--- config.mk ---
export PLATFORM = sky130hd
export DESIGN_NAME = iocx_unit
export DESIGN_NICKNAME = d
export VERILOG_FILES = /design/src/iocx_pkg.sv /design/src/iocx_unit.sv
export SDC_FILE = /design/constraint.sdc
export NUM_CORES = 1
export LEC_CHECK = 0
export BUFFER_PORTS_ARGS = -buffer_cell sky130_fd_sc_hd__clkbuf_2
export CAP_MARGIN = 20
export CORE_UTILIZATION = 66
export CTS_BUF_LIST = sky130_fd_sc_hd__clkbuf_8
export DETAILED_ROUTE_END_ITERATION = 7
export GPL_TIMING_DRIVEN = 0
export HOLD_SLACK_MARGIN = 0.12
export PLACE_DENSITY = 0.86
export SLEW_MARGIN = 15
export SYNTH_ARGS = -nofsm -noshare
export SYNTH_HDL_FRONTEND = slang
export SYNTH_SLANG_ARGS = --single-unit
--- constraint.sdc ---
create_clock -name ref_clk -period 7 [get_ports ref_clk]
set_clock_uncertainty 0.15 [all_clocks]
set_input_delay 0.35 -clock ref_clk [delete_from_list [all_inputs] [get_ports ref_clk]]
set_output_delay 0.35 -clock ref_clk [all_outputs]
set_load 0.05 [all_outputs]
--- src/iocx_pkg.sv ---
// Package of opcodes, vectors and state codes for the I/O and control unit.
package iocx_pkg;
    localparam logic [7:0] OP_PREFIX = 8'hED;
    localparam logic [7:0] OP_NOP = 8'h00;
    localparam logic [7:0] OP_HALT = 8'h76;
    localparam logic [7:0] OP_LOCK = 8'hF3;
    localparam logic [7:0] OP_UNLOCK = 8'hFB;
    localparam logic [7:0] OP_IN_IMM = 8'hDB;
    localparam logic [7:0] OP_OUT_IMM = 8'hD3;
    localparam logic [7:0] OP_IM0 = 8'h46;
    localparam logic [7:0] OP_IM1 = 8'h56;
    localparam logic [7:0] OP_IM2 = 8'h5E;
    localparam logic [7:0] OP_IN_REG_BASE = 8'h40;
    localparam logic [7:0] OP_OUT_REG_BASE = 8'h41;
    localparam logic [7:0] OP_IN_INC = 8'hA2;
    localparam logic [7:0] OP_IN_INC_REP = 8'hB2;
    localparam logic [7:0] OP_IN_DEC = 8'hAA;
    localparam logic [7:0] OP_IN_DEC_REP = 8'hBA;
    localparam logic [7:0] OP_OUT_INC = 8'hA3;
    localparam logic [7:0] OP_OUT_INC_REP = 8'hB3;
    localparam logic [7:0] OP_OUT_DEC = 8'hAB;
    localparam logic [7:0] OP_OUT_DEC_REP = 8'hBB;
    localparam logic [15:0] MODE1_TARGET = 16'h0038;
    localparam logic [15:0] PTR_STEP = 16'h0001;
    localparam logic [7:0] CNT_ONE = 8'h01;
    localparam logic [15:0] SP_RESET = 16'hFFFF;
    localparam logic [1:0] IM_0 = 2'h0;
    localparam logic [1:0] IM_1 = 2'h1;
    localparam logic [1:0] IM_2 = 2'h2;
    // Register file selector: count, port, D, E, H, L, accumulator.
    localparam logic [2:0] R_CNT = 3'h0;
    localparam logic [2:0] R_PORT = 3'h1;
    localparam logic [2:0] R_ACC = 3'h7;
    localparam logic [2:0] R_H = 3'h4;
    localparam logic [2:0] R_L = 3'h5;
    // Spare slot six holds the vector table base for mode 2.
    localparam logic [2:0] R_VEC = 3'h6;
    localparam int FIFO_DEPTH = 8;

    typedef enum logic [7:0] {
        ST_FETCH = 8'h01,
        ST_PREFIX = 8'h02,
        ST_PORTB = 8'h04,
        ST_IO = 8'h08,
        ST_HALTED = 8'h10,
        ST_PUSH = 8'h20,
        ST_VECLO = 8'h40,
        ST_VECHI = 8'h80
    } iocx_state_type;
endpackage

--- src/iocx_unit.sv ---
// I/O and CPU control instruction execution unit with its data FIFO.
`timescale 1ns/1ps

// Small synchronous FIFO; ready on the write side is honest back-pressure.
module iocx_fifo #(
    parameter int WIDTH = 8,
    parameter int DEPTH = 8
) (
    input wire logic ref_clk,
    input wire logic sys_rst,
    input wire logic wr_valid,
    output logic wr_ready,
    input wire logic [WIDTH-1:0] wr_data,
    output logic rd_valid,
    input wire logic rd_ready,
    output logic [WIDTH-1:0] rd_data
);
    localparam int AW = $clog2(DEPTH);
    logic [WIDTH-1:0] mem [DEPTH];
    logic [AW-1:0] wp_q;
    logic [AW-1:0] rp_q;
    logic [AW:0] cnt_q;
    logic push;
    logic pop;

    assign wr_ready = (cnt_q != (AW+1)'(DEPTH));
    assign rd_valid = (cnt_q != '0);
    assign rd_data = mem[rp_q];
    assign push = wr_valid && wr_ready;
    assign pop = rd_valid && rd_ready;

    // Storage is written only on an accepted push.
    always_ff @(posedge ref_clk) begin
        if (push) begin
            mem[wp_q] <= wr_data;
        end
    end

    // Pointers wrap naturally since depth is a power of two.
    always_ff @(posedge ref_clk) begin
        if (sys_rst) begin
            wp_q <= '0;
            rp_q <= '0;
            cnt_q <= '0;
        end else begin
            if (push) begin
                wp_q <= wp_q + 1'b1;
            end
            if (pop) begin
                rp_q <= rp_q + 1'b1;
            end
            cnt_q <= cnt_q + (AW+1)'(push) - (AW+1)'(pop);
        end
    end
endmodule // iocx_fifo

// Executes one instruction byte stream; input data passes through a FIFO.
module iocx_unit (
    input wire logic ref_clk,
    input wire logic sys_rst,
    input wire logic instr_valid,
    output logic instr_ready,
    input wire logic [7:0] instr_byte,
    input wire logic int_req,
    input wire logic [7:0] int_data,
    input wire logic io_in_valid,
    output logic io_in_ready,
    input wire logic [7:0] io_in_data,
    input wire logic [7:0] mem_rd_data,
    output logic [15:0] io_addr_q,
    output logic [7:0] io_wdata_q,
    output logic io_rd_q,
    output logic io_wr_q,
    output logic [15:0] mem_addr_q,
    output logic [7:0] mem_wdata_q,
    output logic mem_rd_q,
    output logic mem_wr_q,
    output logic int_ack_q,
    output logic halted_q,
    output logic int_enable_q,
    output logic [1:0] int_mode_q,
    output logic [15:0] pc_q,
    output logic [15:0] memory_pointer_pair_q,
    output logic [7:0] count_q,
    output logic [7:0] acc_q
);
    iocx_pkg::iocx_state_type st_q;
    logic [7:0] regs_q [8];
    logic [7:0] op_q;
    logic [15:0] sp_q;
    logic [15:0] tgt_q;
    logic [7:0] veclo_q;
    logic push_hi_q;
    logic f_valid;
    logic f_ready;
    logic [7:0] f_data;
    logic take;
    logic blk;
    logic blk_in;
    logic blk_dec;
    logic blk_rep;
    logic reg_in;
    logic reg_out;
    logic [2:0] rsel;
    logic io_go;
    logic int_go;

    // Input data is buffered so the bus side can stall the peripheral.
    iocx_fifo #(.WIDTH(8), .DEPTH(iocx_pkg::FIFO_DEPTH)) u_fifo (
        .ref_clk(ref_clk),
        .sys_rst(sys_rst),
        .wr_valid(io_in_valid),
        .wr_ready(io_in_ready),
        .wr_data(io_in_data),
        .rd_valid(f_valid),
        .rd_ready(f_ready),
        .rd_data(f_data)
    );

    // Second-byte decode of the register-indirect and block forms.
    always_comb begin
        rsel = op_q[5:3];
        reg_in = (op_q[7:6] == 2'b01) && (op_q[2:0] == 3'h0)
            && (rsel != 3'h6);
        reg_out = (op_q[7:6] == 2'b01) && (op_q[2:0] == 3'h1)
            && (rsel != 3'h6);
        blk = (op_q[7:5] == 3'b101) && (op_q[2:1] == 2'b01);
        blk_in = !op_q[0];
        blk_dec = op_q[3];
        blk_rep = op_q[4];
    end

    assign instr_ready = (st_q == iocx_pkg::ST_FETCH)
        || (st_q == iocx_pkg::ST_PREFIX) || (st_q == iocx_pkg::ST_PORTB);
    assign take = instr_valid && instr_ready && !int_go;
    // Interrupts are taken between instructions or out of the halted state.
    assign int_go = int_req && int_enable_q
        && ((st_q == iocx_pkg::ST_FETCH) || (st_q == iocx_pkg::ST_HALTED));
    // An input step waits for a byte; output steps never stall.
    assign io_go = (st_q == iocx_pkg::ST_IO)
        && (!(blk ? blk_in : (reg_in || op_q == iocx_pkg::OP_IN_IMM))
            || f_valid);
    assign f_ready = io_go && (blk ? blk_in
        : (reg_in || op_q == iocx_pkg::OP_IN_IMM));

    // Main sequencer: fetch, prefix, port byte, transfer, halt, interrupt.
    always_ff @(posedge ref_clk) begin
        if (sys_rst) begin
            st_q <= iocx_pkg::ST_FETCH;
            op_q <= iocx_pkg::OP_NOP;
            pc_q <= '0;
            sp_q <= iocx_pkg::SP_RESET;
            tgt_q <= '0;
            veclo_q <= '0;
            push_hi_q <= 1'b0;
            int_enable_q <= 1'b0;
            int_mode_q <= iocx_pkg::IM_0;
            halted_q <= 1'b0;
            int_ack_q <= 1'b0;
            io_rd_q <= 1'b0;
            io_wr_q <= 1'b0;
            io_addr_q <= '0;
            io_wdata_q <= '0;
            mem_rd_q <= 1'b0;
            mem_wr_q <= 1'b0;
            mem_addr_q <= '0;
            mem_wdata_q <= '0;
            for (int i = 0; i < 8; i++) begin
                regs_q[i] <= '0;
            end
        end else begin
            io_rd_q <= 1'b0;
            io_wr_q <= 1'b0;
            mem_rd_q <= 1'b0;
            mem_wr_q <= 1'b0;
            int_ack_q <= 1'b0;
            if (int_go) begin
                // Acceptance ends a halt and locks further interrupts.
                halted_q <= 1'b0;
                int_enable_q <= 1'b0;
                int_ack_q <= 1'b1;
                if (int_mode_q == iocx_pkg::IM_0) begin
                    op_q <= int_data;
                    if (int_data == iocx_pkg::OP_PREFIX) begin
                        st_q <= iocx_pkg::ST_PREFIX;
                    end else if (int_data == iocx_pkg::OP_IN_IMM
                        || int_data == iocx_pkg::OP_OUT_IMM) begin
                        st_q <= iocx_pkg::ST_PORTB;
                    end else begin
                        st_q <= iocx_pkg::ST_FETCH;
                    end
                end else if (int_mode_q == iocx_pkg::IM_1) begin
                    tgt_q <= iocx_pkg::MODE1_TARGET;
                    push_hi_q <= 1'b1;
                    st_q <= iocx_pkg::ST_PUSH;
                end else begin
                    mem_addr_q <= {regs_q[iocx_pkg::R_VEC], int_data};
                    mem_rd_q <= 1'b1;
                    st_q <= iocx_pkg::ST_VECLO;
                end
            end else begin
                case (st_q)
                    iocx_pkg::ST_FETCH: begin
                        if (take) begin
                            pc_q <= pc_q + iocx_pkg::PTR_STEP;
                            op_q <= instr_byte;
                            case (instr_byte)
                                iocx_pkg::OP_PREFIX:
                                    st_q <= iocx_pkg::ST_PREFIX;
                                iocx_pkg::OP_IN_IMM,
                                iocx_pkg::OP_OUT_IMM:
                                    st_q <= iocx_pkg::ST_PORTB;
                                iocx_pkg::OP_HALT: begin
                                    halted_q <= 1'b1;
                                    st_q <= iocx_pkg::ST_HALTED;
                                end
                                iocx_pkg::OP_LOCK:
                                    int_enable_q <= 1'b0;
                                iocx_pkg::OP_UNLOCK:
                                    int_enable_q <= 1'b1;
                                default: ;
                            endcase
                        end
                    end
                    iocx_pkg::ST_PREFIX: begin
                        if (take) begin
                            pc_q <= pc_q + iocx_pkg::PTR_STEP;
                            op_q <= instr_byte;
                            st_q <= iocx_pkg::ST_FETCH;
                            case (instr_byte)
                                iocx_pkg::OP_IM0:
                                    int_mode_q <= iocx_pkg::IM_0;
                                iocx_pkg::OP_IM1:
                                    int_mode_q <= iocx_pkg::IM_1;
                                iocx_pkg::OP_IM2:
                                    int_mode_q <= iocx_pkg::IM_2;
                                default: begin
                                    if (instr_byte[7:6] == 2'b01
                                        && instr_byte[2:1] == 2'b00
                                        && instr_byte[5:3] != 3'h6) begin
                                        st_q <= iocx_pkg::ST_IO;
                                    end
                                    if (instr_byte[7:5] == 3'b101
                                        && instr_byte[2:1] == 2'b01) begin
                                        st_q <= iocx_pkg::ST_IO;
                                    end
                                end
                            endcase
                        end
                    end
                    iocx_pkg::ST_PORTB: begin
                        if (take) begin
                            pc_q <= pc_q + iocx_pkg::PTR_STEP;
                            veclo_q <= instr_byte;
                            st_q <= iocx_pkg::ST_IO;
                        end
                    end
                    iocx_pkg::ST_IO: begin
                        if (io_go) begin
                            if (op_q == iocx_pkg::OP_IN_IMM
                                || op_q == iocx_pkg::OP_OUT_IMM) begin
                                io_addr_q <= {acc_q, veclo_q};
                            end else begin
                                io_addr_q <= {count_q,
                                    regs_q[iocx_pkg::R_PORT]};
                            end
                            st_q <= iocx_pkg::ST_FETCH;
                            if (op_q == iocx_pkg::OP_IN_IMM) begin
                                io_rd_q <= 1'b1;
                                regs_q[iocx_pkg::R_ACC] <= f_data;
                            end else if (op_q == iocx_pkg::OP_OUT_IMM) begin
                                io_wr_q <= 1'b1;
                                io_wdata_q <= acc_q;
                            end else if (reg_in) begin
                                io_rd_q <= 1'b1;
                                regs_q[rsel] <= f_data;
                            end else if (reg_out) begin
                                io_wr_q <= 1'b1;
                                io_wdata_q <= regs_q[rsel];
                            end else begin
                                // Block step: one byte, count down by one.
                                mem_addr_q <= memory_pointer_pair_q;
                                if (blk_in) begin
                                    io_rd_q <= 1'b1;
                                    mem_wr_q <= 1'b1;
                                    mem_wdata_q <= f_data;
                                end else begin
                                    io_wr_q <= 1'b1;
                                    io_wdata_q <= mem_rd_data;
                                    mem_rd_q <= 1'b1;
                                end
                                regs_q[iocx_pkg::R_CNT] <=
                                    count_q - iocx_pkg::CNT_ONE;
                                // The pointer pair is the H and L registers.
                                {regs_q[iocx_pkg::R_H],
                                    regs_q[iocx_pkg::R_L]} <= blk_dec
                                    ? memory_pointer_pair_q - iocx_pkg::PTR_STEP
                                    : memory_pointer_pair_q + iocx_pkg::PTR_STEP;
                                if (blk_rep
                                    && count_q != iocx_pkg::CNT_ONE) begin
                                    st_q <= iocx_pkg::ST_IO;
                                end
                            end
                        end
                    end
                    iocx_pkg::ST_HALTED: ;
                    iocx_pkg::ST_VECLO: begin
                        tgt_q[7:0] <= mem_rd_data;
                        mem_addr_q <= mem_addr_q + iocx_pkg::PTR_STEP;
                        mem_rd_q <= 1'b1;
                        st_q <= iocx_pkg::ST_VECHI;
                    end
                    iocx_pkg::ST_VECHI: begin
                        tgt_q[15:8] <= mem_rd_data;
                        push_hi_q <= 1'b1;
                        st_q <= iocx_pkg::ST_PUSH;
                    end
                    iocx_pkg::ST_PUSH: begin
                        // Two stack writes, high byte first, then jump.
                        sp_q <= sp_q - iocx_pkg::PTR_STEP;
                        mem_addr_q <= sp_q - iocx_pkg::PTR_STEP;
                        mem_wr_q <= 1'b1;
                        mem_wdata_q <= push_hi_q ? pc_q[15:8] : pc_q[7:0];
                        push_hi_q <= 1'b0;
                        if (!push_hi_q) begin
                            pc_q <= tgt_q;
                            st_q <= iocx_pkg::ST_FETCH;
                        end
                    end
                    default: st_q <= iocx_pkg::ST_FETCH;
                endcase
            end
        end
    end

    assign count_q = regs_q[iocx_pkg::R_CNT];
    assign acc_q = regs_q[iocx_pkg::R_ACC];
    assign memory_pointer_pair_q = {regs_q[iocx_pkg::R_H],
        regs_q[iocx_pkg::R_L]};
endmodule // iocx_unit

==> results.json <==
{
  "yosysSeqAreaShare_pct": 42.5,
  "path_cells": "or4b_1 -> nor2_1 -> a221oi_1 -> nor3_1 -> ha_1 -> inv_1 -> ha_1 -> inv_1 -> fa_1 -> xor2_1 -> nor2_1",
  "clkTransAtPathRegs_ns": 0.07,
  "fin_util_pct": 79.3,
  "cts_buffers": 44,
  "port_buffers": 141,
  "cts_tree": "built",
  "powerDensity_nw_per_um2": 267,
  "layout.cells.non_filler": 2097,
  "leakagePower_nw": 6.24,
  "use_met1_pct": 60.9,
  "crit_family": "simple AND/OR/NAND/NOR gates",
  "combPwrFrac_pct": 26.2,
  "clock_power_share_pct": 34.6,
  "swShare_pct": 35.5,
  "critPathLaunchType": "flop",
  "start_util_pct": 67.7,
  "path_class": "reg -> reg",
  "postCtsSetupBuffers": 0,
  "setup-tns-final_ns": 0,
  "worstPathArrival_ns": 4.15,
  "grt-ovfl-total": 0,
  "rows": 53,
  "die_x_um": 149,
  "max_slew_margin_pct": 22.8,
  "clk_latency_ns": 0.60,
  "crit_fanout": 5,
  "met3_usage_pct": 12.7,
  "dr.first_iter.drc_count": 1924,
  "ant_nets": 0,
  "p_sw_mw": 1.59,
  "slew_viol_final": 0,
  "viasPerCell": 6.82,
  "setup_viol": 0,
  "critical_path_buf_inv_count": 2,
  "ios": 144,
  "antenna_cells": 0,
  "cts_hold_buf": 41,
  "grt_antenna_before_repair": 0,
  "vdd_drop_max_mv": 0.380,
  "nFillCells": 1392,
  "grt_usage_pct": 46.4,
  "pwr-share-seq_pct": 39.1,
  "dieHeight_um": 149,
  "core_area_um2": 21100,
  "synth-main-ff-cell": "dfxtp_1",
  "drt-total-wl_um": 51900,
  "syn_area_um2": 14300,
  "gp_congestion": 1.08,
  "hold_viol": 0,
  "post-synth-top-count-cell": "dfxtp_1",
  "syn-num-nets": 1627,
  "async_flop_share_pct": 0,
  "synth_top_cells_by_count": "dfxtp_1, nand2_1, nor2_1",
  "grt_pass1_vias": 13142,
  "drcViolationCount": 0,
  "post-route-period-util_pct": 54.9,
  "h-tree-depth": 2,
  "avgSynthCellArea_um2": 9.15,
  "final.setup.worst_slack_ns": 3.15,
  "syn_inst": 1561,
  "drive_gt1_share_pct": 17.3,
  "cts_sinks": 271,
  "fin_crit_ns": 3.85,
  "grt_pass1_wl_um": 77100,
  "synth_top_area_share_pct": 29.0,
  "dp_hpwl_um": 36100,
  "tightestPinTransition_ns": 1.15,
  "slowest_delay_ns": 0.71,
  "grt_max_degree": 20,
  "synth_cell_type_count": 79,
  "r2r_setup_slack_ns": 3.15,
  "die_area_um2": 22200,
  "ctsResizeCount": 0,
  "endpoint_kind": "flop",
  "root_buffer": "clkbuf_8",
  "grt_busiest_layer": "met2",
  "required_ns": 7.31,
  "status": "finished clean",
  "synth_edf_count": 64,
  "vias": 14310,
  "p_int_mw": 2.89,
  "cts.path.max_buffers": 3,
  "cp_slowest_cell": "nor3_1",
  "fmax_mhz": 260,
  "synth_top_area_cell": "dfxtp_1",
  "ys_ff_latch": 271,
  "placed_cells": 1977,
  "cap_viol_max_count": 0,
  "pre_cts_ws_ns": 3.36,
  "synth_warnings": 0,
  "synth_area_leaders": "dfxtp_1, edfxtp_1, nand2_1, mux2i_1, nor2_1",
  "wl_per_cell_um": 24.8,
  "met2_usage_pct": 68.5,
  "layout.nets": 1855,
  "syn_to_final_growth_pct": 17.2,
  "rsz0062_at_grt": "false",
  "dr.pass1.iters": 8,
  "hold_class": "in -> reg"
}
==> layout by cell type (no fill, tap or decap), types with 13 or more instances in the layout <==
| cell type | instances |
|---|---|
| nand2_1 | 168 |
| mux2_2 | 16 |
| dlygate4sd3_1 | 41 |
| buf_2 | 14 |
| o22ai_1 | 13 |
| clkbuf_2 | 141 |
| a311oi_1 | 24 |
| and3_1 | 13 |
| nor3_1 | 44 |
| o21ai_0 | 48 |
| dfxtp_1 | 207 |
| clkbuf_8 | 56 |
| xnor2_1 | 28 |
| mux2i_1 | 62 |
| ha_1 | 27 |
| edfxtp_1 | 64 |
| nor2b_1 | 19 |
| nand4_1 | 17 |
| nor2_1 | 165 |
| nand3_1 | 55 |
| clkbuf_1 | 73 |
| inv_1 | 41 |
| mux4_2 | 20 |
| a211oi_1 | 52 |
| buf_4 | 33 |
| a21oi_1 | 108 |
| xor2_1 | 24 |
==> worst min-delay path: cells and delay by family <==
kind                   cells  cell delay, ns
and+or+nand+nor            1            0.05
muxes                      1            0.20
buffers and inverters      1            0.21
==> flip-flops by register name (all words and copies together) (netlist names), 4 cells and up, named ones only <==
register               count
io_wdata_q                 8
veclo_q                    8
acc_q                      8
memory_pointer_pair_q     16
tgt_q                     16
mem_addr_q                16
op_q                       8
regs_q                    32
u_fifo.mem                64
count_q                    8
sp_q                      16
io_addr_q                 16
mem_wdata_q                8
pc_q                      16
u_fifo.cnt_q               4
st_q                       8
==> routing by layer <==
| layer | wire [um] | up-vias | share of wire, % |
|---|---|---|---|
| met4 | 3250 | 0 | 6.3 |
| met5 | 0 | - | 0 |
| li1 | - | 6227 | - |
| met3 | 7570 | 236 | 15 |
| met1 | 19000 | 6637 | 37 |
| met2 | 22100 | 1210 | 43 |
==> kinds of logic (layout without fill, tap and decap cells) <==
kind of cell,Yosys count,count (layout),share of synthesized area [%]
AND/OR/NAND/NOR,572,572,19.4
AO/OA/AOI/OAI,378,378,18.3
adder cells (fa/ha/maj),29,29,2.65
multiplexers,98,98,8.76
XOR/XNOR,52,52,3.19
buffers and inverters,161,422,5.22
flip-flops,271,271,42.5
==> power by group through the flow <==
stage	sequential (mW)	combinational, mW	clock [mW]
3_5_place_dp	1.77	1.06	0
3_3_place_gp	1.77	1.04	0
2_1_floorplan	1.77	0.744	0
4_1_cts	1.74	1.12	1.53
5_1_grt	1.75	1.24	1.60
6_report	1.75	1.17	1.55
==> path summary, 6_finish.rpt <==
path	endpoint	cells after the start	start
max	u_fifo.cnt_q[2]	11	op_q[2]
min reg2reg	regs_q[33]	2	regs_q[33]
max reg2reg	u_fifo.cnt_q[2]	11	op_q[2]
min	veclo_q[3]	3	instr_byte[3]
==> final cells by class <==
class | instances | area [um^2] | area share [%]
clock inverters | 23 | 209 | 1.25
repair buffers | 182 | 1120 | 6.67
plain buffers | 131 | 633 | 3.79
well taps | 275 | 344 | 2.06
inverters | 30 | 113 | 0.673
multi-input cells | 1129 | 7470 | 44.7
flip-flops and latches | 271 | 6070 | 36.3
clock buffers | 56 | 771 | 4.61
==> metrics by stage <==
step	power (mW)	area (um^2)	hold slack, ns
floorplan	2.51	14300	0.279
global placement	2.81	15300	0.289
detailed placement	2.84	15300	0.295
CTS	4.39	16700	0.122
global route	4.59	16700	0.222
finish	4.47	16700	0.137
Note: power is estimated with default switching activity, not from simulation.
